$ cat config.mk
export PLATFORM = sky130hd
export DESIGN_NAME = ims_sequencer
export DESIGN_NICKNAME = d
export VERILOG_FILES = /design/src/core/ims_pkg.sv /design/src/core/ims_fifo.sv /design/src/core/ims_sequencer.sv
export SDC_FILE = /design/constraint.sdc
export NUM_CORES = 1
export LEC_CHECK = 0
export BUFFER_PORTS_ARGS = -buffer_cell sky130_fd_sc_hd__buf_2
export CAP_MARGIN = 15
export CORE_MARGIN = 1
export CORE_UTILIZATION = 30
export DETAILED_ROUTE_END_ITERATION = 12
export PLACE_DENSITY_LB_ADDON = 0.12
export SLEW_MARGIN = 10
export SYNTH_ARGS = -nofsm -noshare
export SYNTH_HDL_FRONTEND = slang
export SYNTH_SLANG_ARGS = --single-unit
$ cat constraint.sdc
create_clock -name mclk -period 3 [get_ports mclk]
set_input_delay 0.45 -clock mclk [delete_from_list [all_inputs] [get_ports mclk]]
set_output_delay 0.45 -clock mclk [all_outputs]
set_load 0.01 [all_outputs]
$ cat src/core/ims_pkg.sv
// Purpose: Shared constants and types for the two-wire master sequencer.
// Assumes: A 100 MHz system clock and a link bit period of 80 ns.
// Notes: Status codes keep their three low bits at zero.
package ims_pkg;
	localparam int CLK_PERIOD_NS = 10;
	localparam int LINK_PERIOD_NS = 80;
	localparam int QUARTER_NS = LINK_PERIOD_NS / 4;
	localparam int QUARTER_RAW = QUARTER_NS / CLK_PERIOD_NS;
	localparam logic [3:0] QUARTER_CYC = 4'((QUARTER_RAW < 1) ? 1 : QUARTER_RAW);
	localparam logic [7:0] ADDR_CTRL = 8'h00;
	localparam logic [7:0] ADDR_STATUS = 8'h04;
	localparam logic [7:0] ADDR_DATA = 8'h08;
	localparam logic [7:0] ADDR_RXFIFO = 8'h0C;
	localparam int CTRL_STEP = 0;
	localparam int CTRL_ACKEN = 1;
	localparam int CTRL_START = 2;
	localparam int CTRL_STOP = 3;
	localparam int CTRL_WCOL = 4;
	localparam int CTRL_ENABLE = 5;
	localparam int RX_VALID = 8;
	localparam logic [7:0] CODE_START = 8'h08;
	localparam logic [7:0] CODE_RSTART = 8'h10;
	localparam logic [7:0] CODE_AW_ACK = 8'h18;
	localparam logic [7:0] CODE_AW_NACK = 8'h20;
	localparam logic [7:0] CODE_DW_ACK = 8'h28;
	localparam logic [7:0] CODE_DW_NACK = 8'h30;
	localparam logic [7:0] CODE_ARB_LOST = 8'h38;
	localparam logic [7:0] CODE_AR_ACK = 8'h40;
	localparam logic [7:0] CODE_AR_NACK = 8'h48;
	localparam logic [7:0] CODE_DR_ACK = 8'h50;
	localparam logic [7:0] CODE_DR_NACK = 8'h58;
	localparam logic [7:0] CODE_RESET = 8'hF8;
	localparam logic [7:0] DATA_RESET = 8'hFF;
	localparam logic [1:0] PRESC_RESET = 2'h0;
	localparam int FIFO_WIDTH = 8;
	localparam int FIFO_DEPTH = 8;
	typedef struct packed {
		logic enable;
		logic wcol;
		logic stopReq;
		logic startReq;
		logic ackEn;
	} ims_ctrl_t;
	localparam ims_ctrl_t CTRL_RESET = '0;
	typedef enum logic [2:0] {
		IMS_IDLE = 3'b000,
		IMS_WAITFREE = 3'b001,
		IMS_START = 3'b010,
		IMS_PAUSE = 3'b011,
		IMS_BIT = 3'b100,
		IMS_RSTART = 3'b101,
		IMS_STOP = 3'b110
	} ims_state_t;
endpackage : ims_pkg

$ cat src/core/ims_fifo.sv
// Purpose: Small synchronous FIFO with valid and ready on both sides.
// Assumes: DEPTH is a power of two.
// Notes: Full and empty follow an occupancy count.
`timescale 1ns/1ps
module ims_fifo #(
	parameter int WIDTH = 8,
	parameter int DEPTH = 8
)
(
	// Clock, reset and freeze.
	input wire logic mclk,
	input wire logic rstn,
	input wire logic clkEn,
	// Fill side.
	input wire logic inVld,
	output logic inRdy,
	input wire logic [WIDTH-1:0] inData,
	// Drain side.
	output logic outVld,
	input wire logic outRdy,
	output logic [WIDTH-1:0] outData
);
	localparam int AW = $clog2(DEPTH);
	localparam logic [AW:0] FULL = (AW+1)'(DEPTH);
	logic [WIDTH-1:0] mem [DEPTH];
	logic [AW-1:0] wrPtr_q;
	logic [AW-1:0] rdPtr_q;
	logic [AW:0] count_q;
	wire push = inVld && inRdy;
	wire pop = outVld && outRdy;
	assign inRdy = (count_q != FULL);
	assign outVld = (count_q != '0);
	assign outData = mem[rdPtr_q];
	always_ff @(posedge mclk or negedge rstn)
	begin
		if (!rstn)
		begin
			wrPtr_q <= '0;
			rdPtr_q <= '0;
			count_q <= '0;
		end
		else if (clkEn)
		begin
			wrPtr_q <= wrPtr_q + AW'(push);
			rdPtr_q <= rdPtr_q + AW'(pop);
			count_q <= count_q + (AW+1)'(push) - (AW+1)'(pop);
		end
	end
	always_ff @(posedge mclk)
	begin
		if (clkEn && push)
			mem[wrPtr_q] <= inData;
	end
endmodule : ims_fifo

$ cat src/core/ims_sequencer.sv
// Purpose: Status-driven master sequencer for a byte-oriented two-wire bus, with an APB register slave.
// Assumes: Open-drain pins resolved outside; bus pins are asynchronous to mclk.
// Notes: Each START, repeated START or byte posts a status code and sets the step flag; the clock is held low except after arbitration loss.
`timescale 1ns/1ps
// Contract
// - Master mode only after own START; address direction bit picks transmit or receive.
// - Status codes read with prescaler bits in bits 1:0; software masks them.
// - After START report 0x08; cleared step with address sends it and samples ACK.
// - After repeated START report 0x10; read address switches to receive mode.
// - After write address report 0x18 on ACK, 0x20 on NACK.
// - After transmitted data byte report 0x28 on ACK, 0x30 on NACK.
// - In 0x18 to 0x30, clearing step with both requests low sends next byte.
// - Clearing step with start high and stop low sends repeated START.
// - Clearing step with stop high sends STOP; hardware clears stop request.
// - Both requests high send STOP then START; stop request cleared automatically.
// - Arbitration lost during write address or data reports 0x38.
// - In 0x38 with start low, release bus and become not-addressed slave.
// - In 0x38 with start high, wait for free bus then send START.
// - In receive mode, clock bytes in from the slave instead of out.
// - Transfer stays suspended while step flag is set; writing one clears it.
// - Data register writes while step flag clear are discarded and set collision.
module ims_sequencer
(
	// Clock, reset and freeze.
	input wire logic mclk,
	input wire logic rstn,
	input wire logic clkEn,
	// APB slave.
	input wire logic psel,
	input wire logic penable,
	input wire logic pwrite,
	input wire logic [7:0] paddr,
	input wire logic [31:0] pwdata,
	output logic [31:0] prdata,
	output logic pready,
	output logic pslverr,
	// Two-wire bus pins.
	input wire logic sclIn,
	output logic sclOut,
	output logic sclOe,
	input wire logic sdaIn,
	output logic sdaOut,
	output logic sdaOe
);
	function automatic logic isAddrCode(input logic [7:0] code);
		isAddrCode = (code == ims_pkg::CODE_START) || (code == ims_pkg::CODE_RSTART);
	endfunction : isAddrCode

	function automatic logic isTxCode(input logic [7:0] code);
		isTxCode = (code == ims_pkg::CODE_AW_ACK) || (code == ims_pkg::CODE_AW_NACK) ||
			(code == ims_pkg::CODE_DW_ACK) || (code == ims_pkg::CODE_DW_NACK);
	endfunction : isTxCode

	ims_pkg::ims_state_t state_q, state_d;
	ims_pkg::ims_ctrl_t ctrl_q;
	logic [1:0] phase_q, phase_d;
	logic [3:0] bitCnt_q, bitCnt_d;
	logic [7:0] shift_q, shift_d;
	logic [7:0] code_q, code_d;
	logic [7:0] dataReg_q;
	logic [1:0] presc_q;
	logic [3:0] qCnt_q;
	logic [31:0] prdata_q;
	logic isAddr_q, isAddr_d;
	logic rxMode_q, rxMode_d;
	logic ackOk_q, ackOk_d;
	logic startAfter_q, startAfter_d;
	logic sclDrive_q, sclDrive_d;
	logic sdaDrive_q, sdaDrive_d;
	logic stepFlag_q;
	logic busBusy_q;
	logic post;
	logic hwClrStop;
	logic arbLost;
	logic [1:0] meta_q;
	logic [1:0] sync_q;
	logic [1:0] prev_q;

	// Each pin passes two flip-flops before anything looks at it.
	wire [1:0] pinIn = {sdaIn, sclIn};
	for (genvar i = 0; i < 2; i++)
	begin : g_sync
		always_ff @(posedge mclk or negedge rstn)
		begin
			if (!rstn)
			begin
				meta_q[i] <= 1'b1;
				sync_q[i] <= 1'b1;
				prev_q[i] <= 1'b1;
			end
			else if (clkEn)
			begin
				meta_q[i] <= pinIn[i];
				sync_q[i] <= meta_q[i];
				prev_q[i] <= sync_q[i];
			end
		end
	end

	wire sclHigh = sync_q[0];
	wire sdaHigh = sync_q[1];
	wire busStart = prev_q[1] && !sdaHigh && sclHigh && prev_q[0];
	wire busStop = !prev_q[1] && sdaHigh && sclHigh && prev_q[0];
	wire tick = (qCnt_q == 4'h1);

	// APB decode; zero wait states, read data captured in the setup cycle.
	wire setupPh = psel && !penable;
	wire accessPh = psel && penable && clkEn;
	wire hitCtrl = (paddr == ims_pkg::ADDR_CTRL);
	wire hitStatus = (paddr == ims_pkg::ADDR_STATUS);
	wire hitData = (paddr == ims_pkg::ADDR_DATA);
	wire hitRx = (paddr == ims_pkg::ADDR_RXFIFO);
	wire hitAny = hitCtrl || hitStatus || hitData || hitRx;
	wire wrCtrl = accessPh && pwrite && hitCtrl;
	wire wrStatus = accessPh && pwrite && hitStatus;
	wire wrData = accessPh && pwrite && hitData;
	wire stepClr = wrCtrl && pwdata[ims_pkg::CTRL_STEP] && stepFlag_q;
	wire dataOk = wrData && stepFlag_q;
	wire dataColl = wrData && !stepFlag_q;

	wire fifoInRdy;
	wire fifoOutVld;
	wire [7:0] fifoOutData;
	wire rxDone = (state_q == ims_pkg::IMS_BIT) && (phase_q == 2'd3) && (bitCnt_q == 4'd8);
	wire fifoPush = rxDone && tick && rxMode_q && !isAddr_q;
	// A full receive FIFO parks the ninth bit with the clock held low until software reads a word.
	wire rxStall = fifoPush && !fifoInRdy;
	wire fifoPop = accessPh && !pwrite && hitRx && fifoOutVld;
	wire [7:0] ctrlRd = {2'b00, ctrl_q.enable, ctrl_q.wcol, ctrl_q.stopReq, ctrl_q.startReq, ctrl_q.ackEn,
		stepFlag_q};
	wire [31:0] rdMux = hitCtrl ? {24'h00_0000, ctrlRd} :
		hitStatus ? {24'h00_0000, code_q[7:3], 1'b0, presc_q} :
		hitData ? {24'h00_0000, dataReg_q} :
		hitRx ? {23'h00_0000, fifoOutVld, fifoOutData} : 32'h0000_0000;

	assign pready = accessPh;
	assign pslverr = accessPh && !hitAny;
	assign prdata = prdata_q;
	assign sclOut = 1'b0;
	assign sdaOut = 1'b0;
	assign sclOe = sclDrive_q;
	assign sdaOe = sdaDrive_q;

	ims_fifo #(
		.WIDTH(ims_pkg::FIFO_WIDTH),
		.DEPTH(ims_pkg::FIFO_DEPTH)
	) u_rxFifo (
		.mclk(mclk),
		.rstn(rstn),
		.clkEn(clkEn),
		.inVld(fifoPush),
		.inRdy(fifoInRdy),
		.inData(shift_q),
		.outVld(fifoOutVld),
		.outRdy(fifoPop),
		.outData(fifoOutData)
	);

	// Sequencer: every phase lasts one quarter of a bit; phase 2 of a bit, repeated START or STOP also waits for the released clock line.
	always_comb
	begin
		state_d = state_q;
		phase_d = phase_q;
		bitCnt_d = bitCnt_q;
		shift_d = shift_q;
		code_d = code_q;
		isAddr_d = isAddr_q;
		rxMode_d = rxMode_q;
		ackOk_d = ackOk_q;
		startAfter_d = startAfter_q;
		sclDrive_d = sclDrive_q;
		sdaDrive_d = sdaDrive_q;
		post = 1'b0;
		hwClrStop = 1'b0;
		arbLost = 1'b0;
		unique case (state_q)
			ims_pkg::IMS_IDLE:
			begin
				sclDrive_d = 1'b0;
				sdaDrive_d = 1'b0;
				if (ctrl_q.enable && ctrl_q.startReq)
					state_d = ims_pkg::IMS_WAITFREE;
			end
			ims_pkg::IMS_WAITFREE:
			begin
				if (tick && !busBusy_q && sclHigh && sdaHigh)
				begin
					state_d = ims_pkg::IMS_START;
					phase_d = 2'd0;
				end
			end
			ims_pkg::IMS_START:
			begin
				if (tick)
				begin
					phase_d = phase_q + 2'd1;
					if (phase_q == 2'd0)
						sdaDrive_d = 1'b1;
					else
					begin
						sclDrive_d = 1'b1;
						code_d = ims_pkg::CODE_START;
						post = 1'b1;
						state_d = ims_pkg::IMS_PAUSE;
					end
				end
			end
			ims_pkg::IMS_RSTART, ims_pkg::IMS_STOP:
			begin
				if (tick && (phase_q != 2'd2 || sclHigh))
				begin
					phase_d = phase_q + 2'd1;
					unique case (phase_q)
						2'd0:
						begin
							sclDrive_d = 1'b1;
							sdaDrive_d = (state_q == ims_pkg::IMS_STOP);
						end
						2'd1: sclDrive_d = 1'b0;
						2'd2: sdaDrive_d = (state_q == ims_pkg::IMS_RSTART);
						2'd3:
						begin
							if (state_q == ims_pkg::IMS_RSTART)
							begin
								sclDrive_d = 1'b1;
								code_d = ims_pkg::CODE_RSTART;
								post = 1'b1;
								state_d = ims_pkg::IMS_PAUSE;
							end
							else
								state_d = startAfter_q ? ims_pkg::IMS_WAITFREE : ims_pkg::IMS_IDLE;
						end
					endcase
				end
			end
			ims_pkg::IMS_BIT:
			begin
				if (tick && (phase_q != 2'd2 || sclHigh))
				begin
					phase_d = phase_q + 2'd1;
					unique case (phase_q)
						2'd0:
						begin
							sclDrive_d = 1'b1;
							if (bitCnt_q != 4'd8)
								sdaDrive_d = !shift_q[7] && (!rxMode_q || isAddr_q);
							else
								sdaDrive_d = rxMode_q && !isAddr_q && ctrl_q.ackEn;
						end
						2'd1: sclDrive_d = 1'b0;
						2'd2:
						begin
							if (bitCnt_q == 4'd8)
								ackOk_d = !sdaHigh;
							else if (!sdaDrive_q && !sdaHigh && (!rxMode_q || isAddr_q))
								arbLost = 1'b1;
							else
								shift_d = {shift_q[6:0], sdaHigh};
						end
						2'd3:
						begin
							sclDrive_d = 1'b1;
							if (rxStall)
								phase_d = phase_q;
							else
								bitCnt_d = bitCnt_q + 4'd1;
							if (bitCnt_q == 4'd8 && !rxStall)
							begin
								post = 1'b1;
								state_d = ims_pkg::IMS_PAUSE;
								if (isAddr_q)
									code_d = rxMode_q ? (ackOk_q ? ims_pkg::CODE_AR_ACK : ims_pkg::CODE_AR_NACK) :
										(ackOk_q ? ims_pkg::CODE_AW_ACK : ims_pkg::CODE_AW_NACK);
								else
									code_d = rxMode_q ? (ackOk_q ? ims_pkg::CODE_DR_ACK : ims_pkg::CODE_DR_NACK) :
										(ackOk_q ? ims_pkg::CODE_DW_ACK : ims_pkg::CODE_DW_NACK);
							end
						end
					endcase
					if (arbLost)
					begin
						sclDrive_d = 1'b0;
						sdaDrive_d = 1'b0;
						code_d = ims_pkg::CODE_ARB_LOST;
						post = 1'b1;
						state_d = ims_pkg::IMS_PAUSE;
					end
				end
			end
			ims_pkg::IMS_PAUSE:
			begin
				if (!stepFlag_q)
				begin
					phase_d = 2'd0;
					bitCnt_d = 4'd0;
					if (code_q == ims_pkg::CODE_ARB_LOST)
					begin
						sclDrive_d = 1'b0;
						sdaDrive_d = 1'b0;
						state_d = ctrl_q.startReq ? ims_pkg::IMS_WAITFREE : ims_pkg::IMS_IDLE;
					end
					else if (ctrl_q.stopReq)
					begin
						hwClrStop = 1'b1;
						startAfter_d = ctrl_q.startReq;
						state_d = ims_pkg::IMS_STOP;
					end
					else if (ctrl_q.startReq)
						state_d = ims_pkg::IMS_RSTART;
					else
					begin
						state_d = ims_pkg::IMS_BIT;
						isAddr_d = isAddrCode(code_q);
						if (isAddrCode(code_q))
							rxMode_d = dataReg_q[0];
						shift_d = (rxMode_q && !isAddrCode(code_q)) ? ims_pkg::DATA_RESET : dataReg_q;
					end
				end
			end
			default: state_d = ims_pkg::IMS_IDLE;
		endcase
	end

	always_ff @(posedge mclk or negedge rstn)
	begin
		if (!rstn)
		begin
			state_q <= ims_pkg::IMS_IDLE;
			phase_q <= 2'd0;
			bitCnt_q <= 4'd0;
			shift_q <= ims_pkg::DATA_RESET;
			code_q <= ims_pkg::CODE_RESET;
			isAddr_q <= 1'b0;
			rxMode_q <= 1'b0;
			ackOk_q <= 1'b0;
			startAfter_q <= 1'b0;
			sclDrive_q <= 1'b0;
			sdaDrive_q <= 1'b0;
		end
		else if (clkEn)
		begin
			state_q <= state_d;
			phase_q <= phase_d;
			bitCnt_q <= bitCnt_d;
			shift_q <= shift_d;
			code_q <= code_d;
			isAddr_q <= isAddr_d;
			rxMode_q <= rxMode_d;
			ackOk_q <= ackOk_d;
			startAfter_q <= startAfter_d;
			sclDrive_q <= sclDrive_d;
			sdaDrive_q <= sdaDrive_d;
		end
	end

	// Quarter-bit timer and bus-busy tracker.
	always_ff @(posedge mclk or negedge rstn)
	begin
		if (!rstn)
		begin
			qCnt_q <= ims_pkg::QUARTER_CYC;
			busBusy_q <= 1'b0;
		end
		else if (clkEn)
		begin
			qCnt_q <= tick ? ims_pkg::QUARTER_CYC : qCnt_q - 4'd1;
			if (busStart)
				busBusy_q <= 1'b1;
			else if (busStop)
				busBusy_q <= 1'b0;
		end
	end

	// Registers; a hardware set of the step and collision flags wins over a software clear.
	always_ff @(posedge mclk or negedge rstn)
	begin
		if (!rstn)
		begin
			ctrl_q <= ims_pkg::CTRL_RESET;
			stepFlag_q <= 1'b0;
			dataReg_q <= ims_pkg::DATA_RESET;
			presc_q <= ims_pkg::PRESC_RESET;
			prdata_q <= 32'h0000_0000;
		end
		else if (clkEn)
		begin
			stepFlag_q <= post || (stepFlag_q && !stepClr);
			if (wrCtrl)
			begin
				ctrl_q.enable <= pwdata[ims_pkg::CTRL_ENABLE];
				ctrl_q.stopReq <= pwdata[ims_pkg::CTRL_STOP];
				ctrl_q.startReq <= pwdata[ims_pkg::CTRL_START];
				ctrl_q.ackEn <= pwdata[ims_pkg::CTRL_ACKEN];
			end
			else if (hwClrStop)
				ctrl_q.stopReq <= 1'b0;
			ctrl_q.wcol <= dataColl || (ctrl_q.wcol && !(wrCtrl && pwdata[ims_pkg::CTRL_WCOL]));
			if (dataOk)
				dataReg_q <= pwdata[7:0];
			else if (fifoPush && fifoInRdy)
				dataReg_q <= shift_q;
			if (wrStatus)
				presc_q <= pwdata[1:0];
			if (setupPh)
				prdata_q <= rdMux;
		end
	end
endmodule : ims_sequencer

Yosys cells after proc, flatten, opt, wreduce, memory -nomap -nowiden
Memories as Yosys holds them, arrays and structs flattened.
Index checks and enable logic that the tools add are counted.
- $mul: 0
- shifts and indexed selects: 0
- add/subtract/negate cells: 7
- divide/modulo/power cells: 0
- multiplexer cells: 110
- bitwise logic cells: 4
- reduce and logical (&&, ||, !) cells: 99
- order comparisons: 0
- equality and inequality tests: 47
- operators by type and width (cell ; number):
    two-way mux 8 bit ; 20
    logical AND 1 bit ; 45
    two-way mux 1 bit ; 42
    two-way mux 3 bit ; 12
    two-way mux 9 bit ; 4
    inequality test 2 bit (second input constant) ; 17
    AND reduction 10 bit ; 3
    two-way mux 4 bit ; 7
    equality test 8 x 4 -> 1 bit (second input constant) ; 3
    case mux 8 bit (3 select lines) ; 1
    AND reduction 11 bit ; 2
    two-way mux 7 bit ; 3
    two-way mux 2 bit ; 9
    case mux 3 bit (6 select lines) ; 1
    logical NOT 1 bit ; 16
    case mux 8 bit (2 select lines) ; 1
    inequality test 4 bit (second input constant) ; 3
    AND reduction 2 bit ; 6
    AND reduction 6 bit ; 2
    case mux 1 bit (5 select lines) ; 2
    case mux 2 bit (5 select lines) ; 1
    AND reduction 5 bit ; 2
    nonzero test 5 bit ; 2
    equality test 3 bit (second input constant) ; 3
    35 further kinds ; 60
- output and inout bits: 38
- ROM bits: 0
- bits in latches: 0
- memory bits (writable): 64
- register bits: 100
- memories: 1
- memories (memory ; depth ; bits a word ; rd ports ; clocked after Yosys merged registers in ; wr ports ; RTL line ; source):
    u_rxFifo.mem ; 8 ; 8 ; 1 ; 0 ; 1 ; ims_fifo.sv:25 ; logic [WIDTH-1:0] mem [DEPTH];

Logic depth before layout (Yosys ltp)
- depth in word-level cells: 15
- depth in mapped cells: 12
- depth with buffers taken out: 12

Modules after synthesis
Synthesis repeated with hierarchy kept, for this count alone.
- cell total of the unflattened synthesis: 581
- area, all modules: 7186.9 um^2
- by module, submodules not included (module ; area each (um^2) ; times used ; cells each):
    ims_sequencer ; 4030.1 ; 1 ; 418
    ims_fifo ; 3156.8 ; 1 ; 163

Worst setup path after synthesis
OpenSTA, ideal clock, no wires.
- path kind: reg2reg
- start: register bitCnt_q[0]
- end: memory u_rxFifo.mem[0][0] (enable)
- period minus slack after synthesis: 2.915 ns
- stages on the path, launching flop included: 10
- buffers on the path: 2
- data required time: 2.605 ns
- arrival time: 2.521 ns
- path slack: 0.085 ns
- setup time: 0.395 ns
- cells stage by stage: dfrtp_1 inv_1 ha_1 and3b_1 clkbuf_1 nand4_1 a21oi_1 nand2_1 buf_2 nor4_1
- cells in the longest elaborated chain, start to end: 9
- RTL lines (element ; RTL line ; source):
    from (decl) ; ims_sequencer.sv:57 ; logic [3:0] bitCnt_q, bitCnt_d;
    from (signal assigned) ; ims_sequencer.sv:344 ; bitCnt_q <= bitCnt_d;
    equality test 4 bit ; ims_sequencer.sv:124 ; wire rxDone = (state_q == ims_pkg::IMS_BIT) && (phase_q == 2'd3) && (bitCnt_q == 4'd8);
    logical AND 1 bit ; ims_sequencer.sv:124 ;
    logical AND 1 bit (3 in a row) ; ims_sequencer.sv:125 ; wire fifoPush = rxDone && tick && rxMode_q && !isAddr_q;
    logical AND 1 bit ; ims_fifo.sv:29 ; wire push = inVld && inRdy;
    logical AND 1 bit ; ims_fifo.sv:51 ; if (clkEn && push)
    two-way mux 1 bit ; ims_fifo.sv:51 ;
    two-way mux 1 bit (not written as such) ; ims_fifo.sv:52 ; mem[wrPtr_q] <= inData;
    to (decl) ; ims_fifo.sv:25 ;
Every way passes these cells.

Final worst setup path
- start: register qCnt_q[1]
- end: memory u_rxFifo.mem[0][3] (enable)
- cells in the longest elaborated chain, start to end: 8
- RTL lines (element ; RTL line ; source):
    from (decl) ; ims_sequencer.sv:62 ; logic [3:0] qCnt_q;
    from (signal assigned) ; ims_sequencer.sv:361 ; qCnt_q <= ims_pkg::QUARTER_CYC;
    from (signal assigned) ; ims_sequencer.sv:366 ; qCnt_q <= tick ? ims_pkg::QUARTER_CYC : qCnt_q - 4'd1;
    equality test 4 x 1 -> 1 bit ; ims_sequencer.sv:104 ; wire tick = (qCnt_q == 4'h1);
    logical AND 1 bit (3 in a row) ; ims_sequencer.sv:125 ;
    logical AND 1 bit ; ims_fifo.sv:29 ;
    logical AND 1 bit ; ims_fifo.sv:51 ;
    two-way mux 1 bit ; ims_fifo.sv:51 ;
    two-way mux 1 bit (not written as such) ; ims_fifo.sv:52 ;
Every way passes these cells.

==> impl_results.md <==
- Final setup vio count: 0
- Main synth FF type: edfxtp_1
- Die Y: 154 microns
- Largest stage delay, worst path: 0.38 ns
- Setup TNS: 0 ns
- Pin count of the biggest net entering global routing: 75
- Share of cells above drive strength 1: 26.4%
- DRT antenna net count: 0
- Leak pwr: roughly 0.0031 uW
- CTS tree: done
- Post-CTS Setup Bufs: 0
- Max_cap viols: 0
- Required time worst endpoint: 3.13 ns
- Most frequent CP cell: buf_4
- Number of fill cells in the layout: 2232
- Die width: 154 microns
- Antenna violations before repair: 0
- CTS H-Tree Depth: 4
- Post_cts resized: 0
- Core Footprint: between 0.02 and 0.025 sq mm
- N_diodes: 0
- Worst-margin pin slew: about 0.99 ns
- # IOs: 86
- Clock skew: around 0.02 ns
- Site Rows: 55
- Initial DRC Count: 311
- Class of the worst hold path: primary input to asynchronous set/reset pin
- Power Density: between 700 and 800 mW/mm^2
- Min Tclk post-route: 2.61 ns
- CP endpoint kind: flip-flop
- Crit share post-route: slightly below 90%
- Reg2Reg Launch Point: qCnt_q[1]
- Vias in the first global route: 4629
- Layout area overhead: 16.5%
- Slowest CP cell: dfstp_2
- Reg-to-Reg End: u_rxFifo.mem[0][3]
- Yosys warns: 0
- DRC viols: 0
- Number of vias per cell: just under 5
- Routability cong.: around 0.9
- Seq cells post-synth: 138
- VDD IR max: 0.360 mV
- Crit-path max FO: 8
- Post-synth EDFFs: 64
- Final WL: 16900 microns
- Total power: around 6000 uW
- I/O Buffers: 36
- Max Fclk: 384 MHz
- Sequential fraction of the synthesis area: 55.2%
- Initial Util: a little under a third
- Hold buffer count at cts: 0
- R2R Setup Slk: 0.39 ns
- Post-synthesis cell type count: a little over 60
- Clock Pin Slew Worst Setup and Hold Paths: 0.07 ns
- Hold Fails Final Rpt: 0
- Synth Cell Area: 0.00690 sq mm
- CTS root buf: clkbuf_16
- RSZ-0062 raised after global routing: no
- Bufs on Longest Clock Path: 2
- Status: completed
- CP Cell Sequence: inv_1, ha_1, nor3b_4, nand4_1, a21oi_1, buf_4, nand2_1, nor4_1, buf_4
- Drt pass-1 iters: 5
- Via count: 4523
- Nets@finish: 694
- GRT overflow: 0
- Global-route wire length before repair: 27000 microns
- Total track usage: 15.3%
- Worst-skew pair later-pin latency: 0.43 ns
- DR WL/cell: between 15 and 20 microns
- # clock sinks: 138
- Setup CP Type: flip-flop to flip-flop
- R2R depth: 9
- Post-synth ARST share: 53.6%
- Mapped Cells: 568
- CP Data Arrival Time: 2.73 ns
- Die ar.: 0.0236 sq mm
- Average size of a mapped cell: 12.2 sq um
- Crit start category: flip-flop
- Num CTS Buffers: 17
- HPWL after detailed placement: 11900 microns
- Max Slew Vio Count: 0
- Max-Slew Margin vs Limit: 33.9%
==> synthesized netlist by cell type (6+ instances only) <==
cell type / n / area [sq um]
dfrtp_1: 46 / 1150
mux2i_1: 30 / 300
buf_2: 8 / 40.0
o22ai_1: 8 / 50.1
clkbuf_1: 15 / 56.3
nor2_1: 43 / 161
inv_1: 30 / 113
nand3_1: 14 / 70.1
mux4_2: 16 / 360
edfxtp_1: 64 / 1920
buf_4: 25 / 188
nor3_1: 12 / 60.1
ha_1: 21 / 263
nand2_1: 39 / 146
a31oi_1: 7 / 43.8
nor2b_1: 8 / 50.1
mux2_2: 21 / 236
a21oi_1: 19 / 95.1
nand4_1: 6 / 37.5
dfstp_2: 28 / 736
o21ai_0: 29 / 145
a221oi_1: 7 / 61.3
==> layout make-up <==
class / count / area, sq um / share of cell area [%]
clock inverters: 15 / 174 / 2.16
inverters: 30 / 113 / 1.40
well taps: 285 / 357 / 4.44
repair buffers: 62 / 378 / 4.70
multi-input cells: 375 / 2780 / 34.6
clock buffers: 17 / 425 / 5.29
flip-flops and latches: 138 / 3810 / 47.4
==> sequential cells by signal, indices dropped and copies added, names as in the netlist, 2 cells and up <==
register and flops:
phase_q 2, u_rxFifo.mem 64, prdata 9, state_q 3
u_rxFifo.rdPtr_q 3, code_q 5, shift_q 8, u_rxFifo.count_q 4
meta_q 2, qCnt_q 4, ctrlRd 5, dataReg_q 8
presc_q 2, bitCnt_q 4, prev_q 2, u_rxFifo.wrPtr_q 3
==> worst max-delay path: cells and delay by family (launching register included) <==
| family | cells | cell delay (ns) |
|---|---|---|
| and+or+nand+nor | 4 | 0.98 |
| buffers and inverters | 3 | 0.50 |
| DFF | 1 | 0.38 |
| AOI/OAI and AO/OA | 1 | 0.26 |
| adders and majority gates | 1 | 0.18 |
==> worst max-delay path by stage <==
stage	from	end	slack, ns	cells past startpoint
6_report	qCnt_q[1]	u_rxFifo.mem[0][3]	0.39	9
5_1_grt	qCnt_q[1]	u_rxFifo.mem[0][3]	0.16	9
4_1_cts	qCnt_q[1]	u_rxFifo.mem[0][3]	0.35	9
3_5_place_dp	paddr[7]	u_rxFifo.count_q[2]	0.25	13
3_3_place_gp	paddr[3]	u_rxFifo.count_q[2]	0.33	12
2_1_floorplan	bitCnt_q[0]	u_rxFifo.mem[0][0]	0.08	9
==> placed cells by master (no fill, tap or decap), types with 16 or more instances in the layout <==
| cell | n |
|---|---|
| nand2_1 | 39 |
| edfxtp_1 | 64 |
| conb_1 | 25 |
| nor2_1 | 43 |
| buf_4 | 27 |
| mux2i_1 | 30 |
| clkbuf_16 | 17 |
| mux4_2 | 16 |
| buf_2 | 35 |
| o21ai_0 | 29 |
| a21oi_1 | 19 |
| inv_1 | 30 |
| mux2_2 | 21 |
| dfrtp_1 | 46 |
| ha_1 | 21 |
| dfstp_2 | 28 |
==> through the flow <==
stage | instances | utilization, % | worst slack (ns) | instance area [sq um] | hold WS, ns
floorplan | 592 | - | 0.0848 | 6990 | 0.154
global placement | 890 | 33.0 | 0.329 | 7440 | 0.464
detailed placement | 890 | 33.0 | 0.251 | 7440 | 0.481
CTS | 922 | 35.6 | 0.348 | 8040 | 0.211
global route | 922 | 35.6 | 0.157 | 8040 | 0.255
finish | 922 | 35.6 | 0.393 | 8040 | 0.177
==> cell families (layout without fill, tap and decap cells) <==
kind of cell	count (synthesis)	count (layout)	share of synthesized area, %
adder cells (fa/ha/maj)	22	22	4.10
multiplexers	69	69	13.3
AO/OA/AOI/OAI	103	103	10.0
buffers and inverters	79	124	5.80
XOR/XNOR	7	7	0.888
AND/OR/NAND/NOR	149	149	10.6
other	1	25	0.0543
flip-flops	138	138	55.2
==> where the power goes <==
| part | leakage, uW | switching, uW | internal, uW |
|---|---|---|---|
| logic | 0.00151 | 782 | 563 |
| clock network | 0.000285 | 974 | 1120 |
| registers | 0.00133 | 276 | 2300 |
| total | 0.00313 | 2030 | 3990 |
==> per-layer routing <==
metal	GRT usage, %	routed length (microns)	up-vias
met1	21.5	8350	2242
met5	0	0	-
met3	2.79	588	11
li1	-	-	2166
met4	4.29	133	0
met2	24.0	7810	104
(Power assumes the default switching activity.)
